**src/stm_pkg.sv**
```systemverilog
package stm_pkg;

  // ==========================================================================
  // Register map (byte addresses) and fields
  localparam logic [4:0] STM_ADDR_CTRL = 5'h00;
  localparam logic [4:0] STM_ADDR_CFG = 5'h04;
  localparam logic [4:0] STM_ADDR_CMPA = 5'h08;
  localparam logic [4:0] STM_ADDR_CMPP = 5'h0c;
  localparam logic [4:0] STM_ADDR_CNT = 5'h10;
  localparam logic [4:0] STM_ADDR_STAT = 5'h14;
  localparam int STM_CTRL_RUN_POS = 0;
  localparam int STM_STAT_A_POS = 0;
  localparam int STM_STAT_P_POS = 1;

  // ==========================================================================
  // Mode and pin function codes
  localparam logic [1:0] STM_MODE_CMP = 2'h0;
  localparam logic [1:0] STM_MODE_CAP = 2'h1;
  localparam logic [1:0] STM_MODE_PWM = 2'h2;
  localparam logic [1:0] STM_MODE_TC = 2'h3;
  localparam logic [1:0] STM_PF_INACTIVE = 2'h0;
  localparam logic [1:0] STM_PF_ACTIVE = 2'h1;
  localparam logic [1:0] STM_PF_WAVE = 2'h2;
  localparam logic [1:0] STM_PF_PULSE = 2'h3;
  localparam logic [1:0] STM_CMP_NONE = 2'h0;
  localparam logic [1:0] STM_CMP_LOW = 2'h1;
  localparam logic [1:0] STM_CMP_HIGH = 2'h2;
  localparam logic [1:0] STM_CMP_TOGGLE = 2'h3;
  localparam logic [1:0] STM_CAP_RISE = 2'h0;
  localparam logic [1:0] STM_CAP_FALL = 2'h1;
  localparam logic [1:0] STM_CAP_BOTH = 2'h2;
  localparam logic [1:0] STM_CAP_NONE = 2'h3;
  localparam logic [16:0] STM_FULL_SPAN = 17'h10000;

  // ==========================================================================
  // Types
  typedef struct packed {
    logic [1:0] mode;
    logic [1:0] pf;
    logic oc;
    logic inv;
    logic dpx;
    logic ccl;
  } stm_cfg_t;

  typedef struct packed {
    logic [4:0] address;
    logic read;
    logic write;
    logic [31:0] writedata;
    logic [3:0] byteenable;
  } stm_bus_req_t;

  typedef struct packed {
    stm_cfg_t cfg;
    logic run;
    logic run_d;
    logic [15:0] cnt;
    logic [15:0] ca;
    logic [7:0] cp;
    logic flag_a;
    logic flag_p;
    logic pin;
    logic out;
    logic oe_b;
    logic tio_s1;
    logic tio_s2;
    logic tio_d;
    logic tck_s1;
    logic tck_s2;
    logic tck_d;
    logic ack;
    logic [31:0] rdata;
  } stm_state_t;

  localparam stm_state_t STM_STATE_RST = '{oe_b: 1'b1, default: '0};

endpackage

```
**src/stm_timer.sv**
```systemverilog
`timescale 1ns/1ps
`default_nettype none

module stm_timer
  import stm_pkg::*;
(
  input wire logic mclk_in,
  input wire logic rst_b_in,
  input wire stm_bus_req_t avs_req_in,
  output logic [31:0] avs_readdata_out,
  output logic avs_waitrequest_out,
  input wire logic external_clock_pin_in,
  input wire logic timer_io_pin_in,
  output logic timer_io_pin_out,
  output logic timer_io_pin_oe_b_out
);

  // ==========================================================================
  // Helpers
  // A comparator matches on the last count before its value, so a value of
  // v gives exactly v clocks per period and zero wraps to the full range.
  function automatic logic hits(input logic [15:0] c, input logic [15:0] v);
    hits = (c + 16'h0001) == v;
  endfunction

  function automatic logic [16:0] span(input logic [15:0] v);
    span = (v == 16'h0000) ? STM_FULL_SPAN : {1'b0, v};
  endfunction

  function automatic logic [15:0] merge16(input logic [15:0] old,
                                          input logic [31:0] wd,
                                          input logic [3:0] be);
    merge16 = {be[1] ? wd[15:8] : old[15:8], be[0] ? wd[7:0] : old[7:0]};
  endfunction

  stm_state_t s;
  stm_state_t next_s;

  logic bus_wr;
  logic run_rise;
  logic go;
  logic sp_mode;
  logic a_match;
  logic p_match;
  logic clr;
  logic tio_rise;
  logic tio_fall;
  logic cap_edge;
  logic [16:0] period;
  logic [16:0] duty;
  logic full_duty;
  logic wave_act;
  logic [31:0] rd;

  // ==========================================================================
  // Combinational decode of the present state
  always_comb begin
    bus_wr = avs_req_in.write & s.ack;
    run_rise = s.run & ~s.run_d;
    go = s.run & s.run_d;
    sp_mode = (s.cfg.mode == STM_MODE_PWM) && (s.cfg.pf == STM_PF_PULSE);
    a_match = hits(s.cnt, s.ca);
    p_match = hits(s.cnt, {s.cp, 8'h00});
    tio_rise = s.tio_s2 & ~s.tio_d;
    tio_fall = ~s.tio_s2 & s.tio_d;
    case (s.cfg.pf)
      STM_CAP_RISE: cap_edge = tio_rise;
      STM_CAP_FALL: cap_edge = tio_fall;
      STM_CAP_BOTH: cap_edge = tio_rise | tio_fall;
      default: cap_edge = 1'b0;
    endcase
    if (s.cfg.dpx) begin
      period = span(s.ca);
      duty = span({s.cp, 8'h00});
    end else begin
      period = span({s.cp, 8'h00});
      duty = {1'b0, s.ca};
    end
    full_duty = duty >= period;
    wave_act = full_duty | ({1'b0, s.cnt} < duty);
    // the clear source follows the mode.
    case (s.cfg.mode)
      STM_MODE_CAP: clr = p_match;
      STM_MODE_PWM: begin
        if (sp_mode) begin
          clr = 1'b0;
        end else begin
          clr = s.cfg.dpx ? a_match : p_match;
        end
      end
      default: clr = s.cfg.ccl ? a_match : p_match;
    endcase
    rd = 32'h0000_0000;
    if (avs_req_in.address == STM_ADDR_CTRL) begin
      rd[STM_CTRL_RUN_POS] = s.run;
    end else if (avs_req_in.address == STM_ADDR_CFG) begin
      rd[7:0] = s.cfg;
    end else if (avs_req_in.address == STM_ADDR_CMPA) begin
      rd[15:0] = s.ca;
    end else if (avs_req_in.address == STM_ADDR_CMPP) begin
      rd[7:0] = s.cp;
    end else if (avs_req_in.address == STM_ADDR_CNT) begin
      rd[15:0] = s.cnt;
    end else if (avs_req_in.address == STM_ADDR_STAT) begin
      rd[STM_STAT_A_POS] = s.flag_a;
      rd[STM_STAT_P_POS] = s.flag_p;
    end
  end

  // ==========================================================================
  // Next state
  always_comb begin
    next_s = s;
    next_s.tio_s1 = timer_io_pin_in;
    next_s.tio_s2 = s.tio_s1;
    next_s.tio_d = s.tio_s2;
    next_s.tck_s1 = external_clock_pin_in;
    next_s.tck_s2 = s.tck_s1;
    next_s.tck_d = s.tck_s2;
    next_s.run_d = s.run;
    // One wait state lets read data come from a flip-flop.
    next_s.ack = (avs_req_in.read | avs_req_in.write) & ~s.ack;
    if (avs_req_in.read & ~s.ack) begin
      next_s.rdata = rd;
    end
    if (bus_wr) begin
      if (avs_req_in.address == STM_ADDR_CTRL) begin
        if (avs_req_in.byteenable[0]) begin
          next_s.run = avs_req_in.writedata[STM_CTRL_RUN_POS];
        end
      end else if (avs_req_in.address == STM_ADDR_CFG) begin
        if (avs_req_in.byteenable[0]) begin
          next_s.cfg = avs_req_in.writedata[7:0];
        end
      end else if (avs_req_in.address == STM_ADDR_CMPA) begin
        next_s.ca = merge16(s.ca, avs_req_in.writedata,
                            avs_req_in.byteenable);
      end else if (avs_req_in.address == STM_ADDR_CMPP) begin
        if (avs_req_in.byteenable[0]) begin
          next_s.cp = avs_req_in.writedata[7:0];
        end
      end else if (avs_req_in.address == STM_ADDR_STAT) begin
        if (avs_req_in.byteenable[0]) begin
          next_s.flag_a = s.flag_a & ~avs_req_in.writedata[STM_STAT_A_POS];
          next_s.flag_p = s.flag_p & ~avs_req_in.writedata[STM_STAT_P_POS];
        end
      end
    end
    // An external edge restarts the pulse only while idle.
    if (sp_mode && s.tck_s2 && !s.tck_d && !s.run) begin
      next_s.run = 1'b1;
    end
    if (run_rise) begin
      next_s.cnt = 16'h0000;
      if (s.cfg.mode == STM_MODE_CMP) begin
        next_s.pin = s.cfg.oc;
      end
    end else if (go) begin
      next_s.cnt = clr ? 16'h0000 : s.cnt + 16'h0001;
      // Hardware events are applied after the bus so a set beats a clear.
      case (s.cfg.mode)
        STM_MODE_CAP: begin
          if (p_match) begin
            next_s.flag_p = 1'b1;
          end
          if (cap_edge) begin
            next_s.ca = s.cnt;
            next_s.flag_a = 1'b1;
          end
        end
        STM_MODE_PWM: begin
          if (a_match) begin
            next_s.flag_a = 1'b1;
          end
          if (sp_mode) begin
            if (a_match) begin
              next_s.run = 1'b0;
            end
          end else if (p_match) begin
            next_s.flag_p = 1'b1;
          end
        end
        default: begin
          if (a_match) begin
            next_s.flag_a = 1'b1;
          end
          if (p_match && !s.cfg.ccl) begin
            next_s.flag_p = 1'b1;
          end
          if (a_match && s.cfg.mode == STM_MODE_CMP) begin
            case (s.cfg.pf)
              STM_CMP_LOW: next_s.pin = 1'b0;
              STM_CMP_HIGH: next_s.pin = 1'b1;
              STM_CMP_TOGGLE: next_s.pin = ~s.pin;
              default: next_s.pin = s.pin;
            endcase
          end
        end
      endcase
    end
    // Pin drive is registered from the present state, one clock behind.
    case (s.cfg.mode)
      STM_MODE_CMP: begin
        next_s.out = s.pin ^ s.cfg.inv;
        next_s.oe_b = 1'b0;
      end
      STM_MODE_PWM: begin
        case (s.cfg.pf)
          STM_PF_INACTIVE: next_s.out = ~s.cfg.oc ^ s.cfg.inv;
          STM_PF_ACTIVE: next_s.out = s.cfg.oc ^ s.cfg.inv;
          STM_PF_WAVE: next_s.out = (wave_act ~^ s.cfg.oc) ^ s.cfg.inv;
          default: next_s.out = (s.run ~^ s.cfg.oc) ^ s.cfg.inv;
        endcase
        next_s.oe_b = 1'b0;
      end
      default: begin
        next_s.out = 1'b0;
        next_s.oe_b = 1'b1;
      end
    endcase
  end

  always_ff @(posedge mclk_in) begin
    if (!rst_b_in) begin
      s <= STM_STATE_RST;
    end else begin
      s <= next_s;
    end
  end

  assign avs_waitrequest_out = (avs_req_in.read | avs_req_in.write) & ~s.ack;
  assign avs_readdata_out = s.rdata;
  assign timer_io_pin_out = s.out;
  assign timer_io_pin_oe_b_out = s.oe_b;

  // ==========================================================================
  // Checks
  property p_tc_no_drive;
    @(posedge mclk_in) disable iff (!rst_b_in)
    s.cfg.mode == STM_MODE_TC |=> timer_io_pin_oe_b_out;
  endproperty
  a_tc_no_drive: assert property (p_tc_no_drive)
    else $error("Pin driven in timer/counter mode.");

  property p_no_pflag_on_a_clear;
    @(posedge mclk_in) disable iff (!rst_b_in)
    (s.cfg.mode == STM_MODE_CMP || s.cfg.mode == STM_MODE_TC)
      && s.cfg.ccl && !s.flag_p |=> !s.flag_p;
  endproperty
  a_no_pflag_on_a_clear: assert property (p_no_pflag_on_a_clear)
    else $error("P flag set while A match clears the counter.");

  property p_cmp_init_level;
    @(posedge mclk_in) disable iff (!rst_b_in)
    s.cfg.mode == STM_MODE_CMP && run_rise |=> s.pin == $past(s.cfg.oc);
  endproperty
  a_cmp_init_level: assert property (p_cmp_init_level)
    else $error("Pin not reset to initial level on run rise.");

  property p_pwm_flags;
    @(posedge mclk_in) disable iff (!rst_b_in)
    s.cfg.mode == STM_MODE_PWM && !sp_mode && go && p_match |=> s.flag_p;
  endproperty
  a_pwm_flags: assert property (p_pwm_flags)
    else $error("P match flag missing in PWM mode.");

  property p_full_duty;
    @(posedge mclk_in) disable iff (!rst_b_in)
    s.cfg.mode == STM_MODE_PWM && s.cfg.pf == STM_PF_WAVE && full_duty
      |=> timer_io_pin_out == $past(s.cfg.oc ^ s.cfg.inv);
  endproperty
  a_full_duty: assert property (p_full_duty)
    else $error("Full duty not held active.");

  property p_pulse_end;
    @(posedge mclk_in) disable iff (!rst_b_in)
    sp_mode && go && a_match |=> !s.run ##1 !s.run_d;
  endproperty
  a_pulse_end: assert property (p_pulse_end)
    else $error("A match did not end the single pulse.");

  property p_capture;
    @(posedge mclk_in) disable iff (!rst_b_in)
    s.cfg.mode == STM_MODE_CAP && go && cap_edge
      |=> s.ca == $past(s.cnt) && s.flag_a;
  endproperty
  a_capture: assert property (p_capture)
    else $error("Capture did not latch the counter.");

  property p_cap_wrap;
    @(posedge mclk_in) disable iff (!rst_b_in)
    s.cfg.mode == STM_MODE_CAP && go && p_match |=> s.cnt == 16'h0000;
  endproperty
  a_cap_wrap: assert property (p_cap_wrap)
    else $error("Capture counter did not wrap on P match.");

  property p_cap_off;
    @(posedge mclk_in) disable iff (!rst_b_in)
    s.cfg.mode == STM_MODE_CAP && s.cfg.pf == STM_CAP_NONE
      && !(bus_wr && avs_req_in.address == STM_ADDR_CMPA) |=> $stable(s.ca);
  endproperty
  a_cap_off: assert property (p_cap_off)
    else $error("Capture happened while disabled.");

  property p_run_rise_zero;
    @(posedge mclk_in) disable iff (!rst_b_in)
    run_rise |=> s.cnt == 16'h0000;
  endproperty
  a_run_rise_zero: assert property (p_run_rise_zero)
    else $error("Counter not zeroed on run rise.");

  // An external edge while idle must raise the run bit on the next clock.
  property p_pulse_start;
    @(posedge mclk_in) disable iff (!rst_b_in)
    sp_mode && s.tck_s2 && !s.tck_d && !s.run |=> s.run;
  endproperty
  a_pulse_start: assert property (p_pulse_start)
    else $error("External edge did not start the pulse.");

  property p_count_hold;
    @(posedge mclk_in) disable iff (!rst_b_in)
    sp_mode && !go && !run_rise |=> $stable(s.cnt);
  endproperty
  a_count_hold: assert property (p_count_hold)
    else $error("Idle single pulse counter moved.");

  property p_pwm_forced;
    @(posedge mclk_in) disable iff (!rst_b_in)
    s.cfg.mode == STM_MODE_PWM && s.cfg.pf == STM_PF_ACTIVE
      |=> timer_io_pin_out == $past(s.cfg.oc ^ s.cfg.inv);
  endproperty
  a_pwm_forced: assert property (p_pwm_forced)
    else $error("Forced active level not driven.");

  property p_cap_no_drive;
    @(posedge mclk_in) disable iff (!rst_b_in)
    s.cfg.mode == STM_MODE_CAP |=> timer_io_pin_oe_b_out;
  endproperty
  a_cap_no_drive: assert property (p_cap_no_drive)
    else $error("Pin driven in capture mode.");

  property p_swap_period;
    @(posedge mclk_in) disable iff (!rst_b_in)
    s.cfg.mode == STM_MODE_PWM && !sp_mode && s.cfg.dpx && go && a_match
      |=> s.cnt == 16'h0000;
  endproperty
  a_swap_period: assert property (p_swap_period)
    else $error("A match did not end the swapped period.");

endmodule

`default_nettype wire
```
**config.mk**
```make
export PLATFORM = sky130hd
export DESIGN_NAME = stm_timer
export DESIGN_NICKNAME = d
export VERILOG_FILES = /design/src/stm_pkg.sv /design/src/stm_timer.sv
export SDC_FILE = /design/constraint.sdc
export NUM_CORES = 1
export LEC_CHECK = 0
export ABC_AREA = 1
export BUFFER_PORTS_ARGS = -buffer_cell sky130_fd_sc_hd__buf_4
export CORE_MARGIN = 2
export CORE_UTILIZATION = 32
export CTS_CLUSTER_DIAMETER = 150
export DETAILED_ROUTE_END_ITERATION = 12
export GPL_TIMING_DRIVEN = 0
export PLACE_DENSITY_LB_ADDON = 0.3
export SLEW_MARGIN = 25
export SYNTH_ARGS = -nofsm -noshare
export SYNTH_HDL_FRONTEND = slang
export SYNTH_SLANG_ARGS = --single-unit
```
**constraint.sdc**
```tcl
create_clock -name mclk_in -period 2.8 [get_ports mclk_in]
set_clock_uncertainty 0.1 [all_clocks]
set_input_delay 0.56 -clock mclk_in [delete_from_list [all_inputs] [get_ports mclk_in]]
set_output_delay 0.56 -clock mclk_in [all_outputs]
set_load 0.1 [all_outputs]
```
# ---- After elaboration in Yosys (flattened, before gate mapping)
# Index checks and enable logic that the tools add are counted.
dict set report classes {
  add_sub_neg 1
  mul 0
  div 0
  magnitude_cmp 2
  eq_ne 14
  n_shift 0
  n_mux 60
  n_bitwise 31
  reduce_logical 22
}
# op count
set ops {}
lappend ops {{two-way mux 16 bit} 7}
lappend ops {{two-way mux 26 bit} 3}
lappend ops {{two-way mux 17 bit} 4}
lappend ops {{two-way mux 8 bit} 8}
lappend ops {{== test 16 bit} 2}
lappend ops {{two-way mux 1 bit} 22}
lappend ops {{greater-or-equal comparator 17 bit} 1}
lappend ops {{less-than comparator 16 x 17 -> 1 bit} 1}
lappend ops {{adder 16 x 1 -> 16 bit, second input constant} 1}
lappend ops {{logical NOT 16 bit} 1}
lappend ops {{two-way mux 15 bit} 1}
lappend ops {{two-way mux 14 bit} 1}
lappend ops {{two-way mux 2 bit} 6}
lappend ops {{NOT 1 bit} 12}
lappend ops {{== test 5 x 4 -> 1 bit, second input constant} 2}
lappend ops {{== test 5 bit, second input constant} 2}
lappend ops {{two-way mux 10 bit} 1}
lappend ops {{bitwise AND 1 bit} 9}
lappend ops {{one-hot mux 1 bit (3 select lines)} 3}
lappend ops {{logical NOT 8 bit} 1}
lappend ops {{one-hot mux 2 bit (2 select lines)} 2}
lappend ops {{== test 2 bit, second input constant} 3}
lappend ops {{logical AND 1 bit} 6}
lappend ops {{AND reduction 6 bit} 1}
lappend ops {{16 further kinds} 30}
dict set report word_totals {
  register_bits 78
  latchBits 0
  mem_bits_rw 0
  mem_bits_ro 0
  input_bits 47
  out_inout_bits 35
  word_cells 154
  memories 0
}

# ---- Depth between registers and ports, before layout
dict set report logic_depth {
  depth_word 14
  depth_mapped 22
  mapped_depth_nobuf 22
}

# ---- Least setup slack after synthesis
# OpenSTA, ideal clock, no wires.
dict set report synth_path {
  path_type {input -> output}
  from {in avs_req_in[36] in the netlist's numbering}
  to {out avs_waitrequest_out}
  arrival_ps 1856
  required_time_ps 2140
  slack_ps 284
  path_stages 2
  cell_sequence {nor2_1 > nor2_1}
}
dict set report synth_via {
  elab_chain_cells 2
}
# item line_no
set synth_lines {}
lappend synth_lines {{start, declared} stm_timer.sv:9} ;# input wire stm_bus_req_t avs_req_in,
lappend synth_lines {{OR 1 bit} stm_timer.sv:231} ;# assign avs_waitrequest_out = (avs_req_in.read | avs_req_in.write) & ~s.ack;
lappend synth_lines {{bitwise AND 1 bit} stm_timer.sv:231}
lappend synth_lines {{end, declared} stm_timer.sv:11} ;# output logic avs_waitrequest_out,
# Every way passes these cells.

# ---- Worst setup path after layout
dict set report layout_path {
  from {reg s[52] in the netlist's numbering}
  to {reg s, in the netlist timer_io_pin_out}
}
dict set report layout_via {
  elab_chain_cells 9
  elab_cells_between_ends 11
}
# item line_no
set layout_lines {}
lappend layout_lines {{start, declared} stm_timer.sv:36} ;# stm_state_t s;
lappend layout_lines {{start signal, assigned} stm_timer.sv:227} ;# s <= next_s;
lappend layout_lines {{logical NOT 16 bit} stm_timer.sv:27} ;# span = (v == 16'h0000) ? STM_FULL_SPAN : {1'b0, v};
lappend layout_lines {{two-way mux 17 bit} stm_timer.sv:27}
lappend layout_lines {{two-way mux 17 bit} stm_timer.sv:72} ;# if (s.cfg.dpx) begin
lappend layout_lines {{greater-or-equal comparator 17 bit} stm_timer.sv:79} ;# full_duty = duty >= period;
lappend layout_lines {{OR 1 bit (*)} stm_timer.sv:80} ;# wave_act = full_duty | ({1'b0, s.cnt} < duty);
lappend layout_lines {{bitwise XNOR 1 bit (*)} stm_timer.sv:211} ;# STM_PF_WAVE: next_s.out = (wave_act ~^ s.cfg.oc) ^ s.cfg.inv;
lappend layout_lines {{bitwise XOR 1 bit (*)} stm_timer.sv:211}
lappend layout_lines {{one-hot mux 1 bit (3 select lines) (*)} stm_timer.sv:208} ;# case (s.cfg.pf)
lappend layout_lines {{one-hot mux 2 bit (2 select lines) (*)} stm_timer.sv:202} ;# case (s.cfg.mode)
# Every way passes the cells marked *; elsewhere a longest branch is shown, timed or not.
# A chain may end at the register's enable or synchronous reset.

==> metrics.cfg <==
[global_route]
grt_pass1_wl_um = 32600
antenna_found_initial = 0
grt_max_degree = 13
grt_usage_pct = 21.4
overflow = 0
grt_pass1_vias = 5921

[synthesis]
synth_cell_types = 43
synth_top_area_cell = dfxtp_1
avgSynthCellArea_um2 = 6.34
synth_top_area_share_pct = 26.6
ys.flop_type = dfxtp_1
synth_area_mm2 = 0.00588
synth_enable_flop_cells = 0
ys_warn_count = 0
ys_seq_area_share_pct = 26.6
synth-async-reset-ratio_pct = 0
synthCells = 927
netlist_top_cells_area = dfxtp_1, nand2_1, inv_1
ys_seq_elements = 78

[setup_path]
cp_max_fo = 6
r2r_end = timer_io_pin_out
cp_data_arrival_time_ns = 3.08
rrSetupSlack_ns = -0.09
cp_cell_sequence = nor3_1 > nand3_2 > o41ai_2 > inv_1 > ha_4 > nand2_2 > inv_2 > o21ai_1 > nand2_1 > nor2_4 > nand2_1 > nor2_2 > nand3_1 > nand2_2 > nand2_2 > nand2_2 > nand3_2 > nand2_1 > nand2_1 > a21oi_1
reg2reg_from = s[52]
end_kind = flip-flop
startpoint_type = flip-flop
rr_worst_depth = 20
cp_num_buf_inv = 2
cp-endpoint = timer_io_pin_out
path_delay_family = simple AND/OR/NAND/NOR gates
worstPathRequired_ns = 2.99
path_depth = 20
worstSetupPathType = flip-flop to flip-flop
crit_start = s[52]
cpPeakStageDelay_ns = 0.42
critPathSlowestCell = dfxtp_1

[finish]
synthToLayoutAreaGrowth_pct = 21.9
drive_gt1_share_pct = 17.8
nNetsFinal = 1089
layout_common_cells = nand2_1, inv_1, buf_4, a21oi_1, o21ai_0
nFillCells = 1953
antenna_cells = 0
final_common_cell = nand2_1

[clock_network]
cts.clk_slew.worst_paths_ns = 0.06
tritoncts = done
clockBufferDepth = 2
ctsRootBufferMaster = clkbuf_16
cts_buffers = 9
cts_sinks = 78
insertion_delay_ns = 0.35
h-tree-depth = 3

[drt]
drc_errors = 0
ant_nets = 0
drtIter0Drc = 551
num_vias = 6483
dr.pass1.iters = 5
drt-wirelength-per-cell_um = 17.1
wl_um = 21200
avgViaCountPerCell = 5.22

[timing]
maxSlewViolCount = 0
setup_slack_ns = -0.0935
max_slew_margin_pct = 61.8
final_hold_viol_count = 0
min_period_ns = 2.89
tns_ns = -0.0935
finalSetupViolCount = 1
rsz0062_at_grt = yes
clock.fmax_mhz = 346
fin_crit_sh_pct = 103
worst_pin_slew_ns = 0.559

[outcome]
violations = setup timing
outcome = finished with violations

[floorplanning]
io_pins = 82
dieHeight_um = 140
dieArea_mm2 = 0.0195
die_x_um = 140
core_area_mm2 = 0.0180
placementRows = 49
initial_utilization_pct = 32.6

[placement]
port_buffers = 46
pre_cts_ws_ns = -0.467
gp_congestion = 1.00
dp_hpwl_um = 16600

[min_path]
min_path_cells = 3
min_path_type = input pin to flip-flop

[power_and_ir_drop]
leakage_nw = 3.25
power_density_mw_per_mm2 = 375
max-vdd-ir-drop_v = 0.000308

[flow_run]
cap_violations = 0

-- synthesized netlist by cell type, drive strengths merged (2+ instances only) --
library cell and count:
clkinv 2, dfxtp 78, and2 2, a21oi 82, o22ai 8, nor2 88
inv 130, nand3b 2, ha 34, buf 39, o21ai 80, nand4 31
clkbuf 23, xor2 2, nand3 61, o221ai 7, a31oi 4, o211ai 18
nor3 9, nand2 217
-- what timing repair did --
action	in CTS	in global routing
resized for setup	25	53
buffers inserted	2	8
pin swaps	4	18
hold buffers	0	0
setup endpoints to repair	12	19
-- stage by stage --
stage	total power [mW]	hold WS (ns)	cells	utilization, %	cell area [um^2]
2_1_floorplan	1.36	0.290	942	-	5940
3_3_place_gp	1.44	0.298	1217	36.4	6570
3_5_place_dp	1.44	0.307	1217	36.4	6570
4_1_cts	2.71	0.280	1233	38.6	6950
5_1_grt	2.77	0.297	1241	39.8	7170
6_report	2.69	0.288	1241	39.8	7170
-- kinds of logic after synthesis --
| family | Yosys count | synth area share [%] |
|---|---|---|
| and+or+nand+nor | 411 | 31.1 |
| AOI/OAI and AO/OA | 205 | 19.2 |
| buffers and inverters | 194 | 14.8 |
| DFF | 78 | 26.6 |
| adders and majority gates | 34 | 7.23 |
| xor gates and xnor gates | 4 | 0.958 |
| other | 1 | 0.0638 |
-- worst reg2reg max path: cells and delay by family (launching register included) --
kind,cells,cell delay [ns]
flops,1,0.42
compound gates,3,0.43
simple gates,14,1.46
fa+ha+maj,1,0.26
buf+inv,2,0.17
-- report_power, final --
group | total [mW] | internal [mW] | switching, mW
Sequential | 1.12 | 1.12 | 0.00604
Combinational | 0.294 | 0.0739 | 0.220
Clock | 1.27 | 0.775 | 0.494
Total | 2.69 | 1.97 | 0.721
-- per-layer routing --
layer / track usage, % / up-vias / wire (um)
met3: 5.75 / 50 / 1830
met4: 8.00 / 0 / 778
met5: 0 / - / 0
li1: - / 3179 / -
met2: 32.5 / 301 / 9190
met1: 29.2 / 2953 / 9360
-- worst min path at each step --
| stage | from | end | slack (ns) |
|---|---|---|---|
| 2_1_floorplan | next_s[34] | next_s[33] | 0.29 |
| 3_3_place_gp | next_s[37] | next_s[36] | 0.30 |
| 3_5_place_dp | next_s[37] | next_s[36] | 0.31 |
| 4_1_cts | timer_io_pin_in | next_s[37] | 0.28 |
| 5_1_grt | timer_io_pin_in | next_s[37] | 0.30 |
| 6_report | timer_io_pin_in | next_s[37] | 0.29 |
-- registers in the layout, indices dropped and copies added (netlist names) --
register	flops
timer_io_pin_out	1
next_s	5
s	55
avs_readdata_out	16
timer_io_pin_oe_b_out	1
-- area by class of cell --
class / count / area (um^2) / share of cell area [%]
timing repair buffer: 56 / 420 / 5.86
sequential: 78 / 1590 / 22.1
multi-input combinational: 670 / 3670 / 51.3
tap: 229 / 287 / 4.00
clock buffer: 11 / 233 / 3.25
buffer: 61 / 393 / 5.48
inverter: 132 / 504 / 7.03
clock inverter: 4 / 72.6 / 1.01
Note: power is estimated with default switching activity, not from simulation.
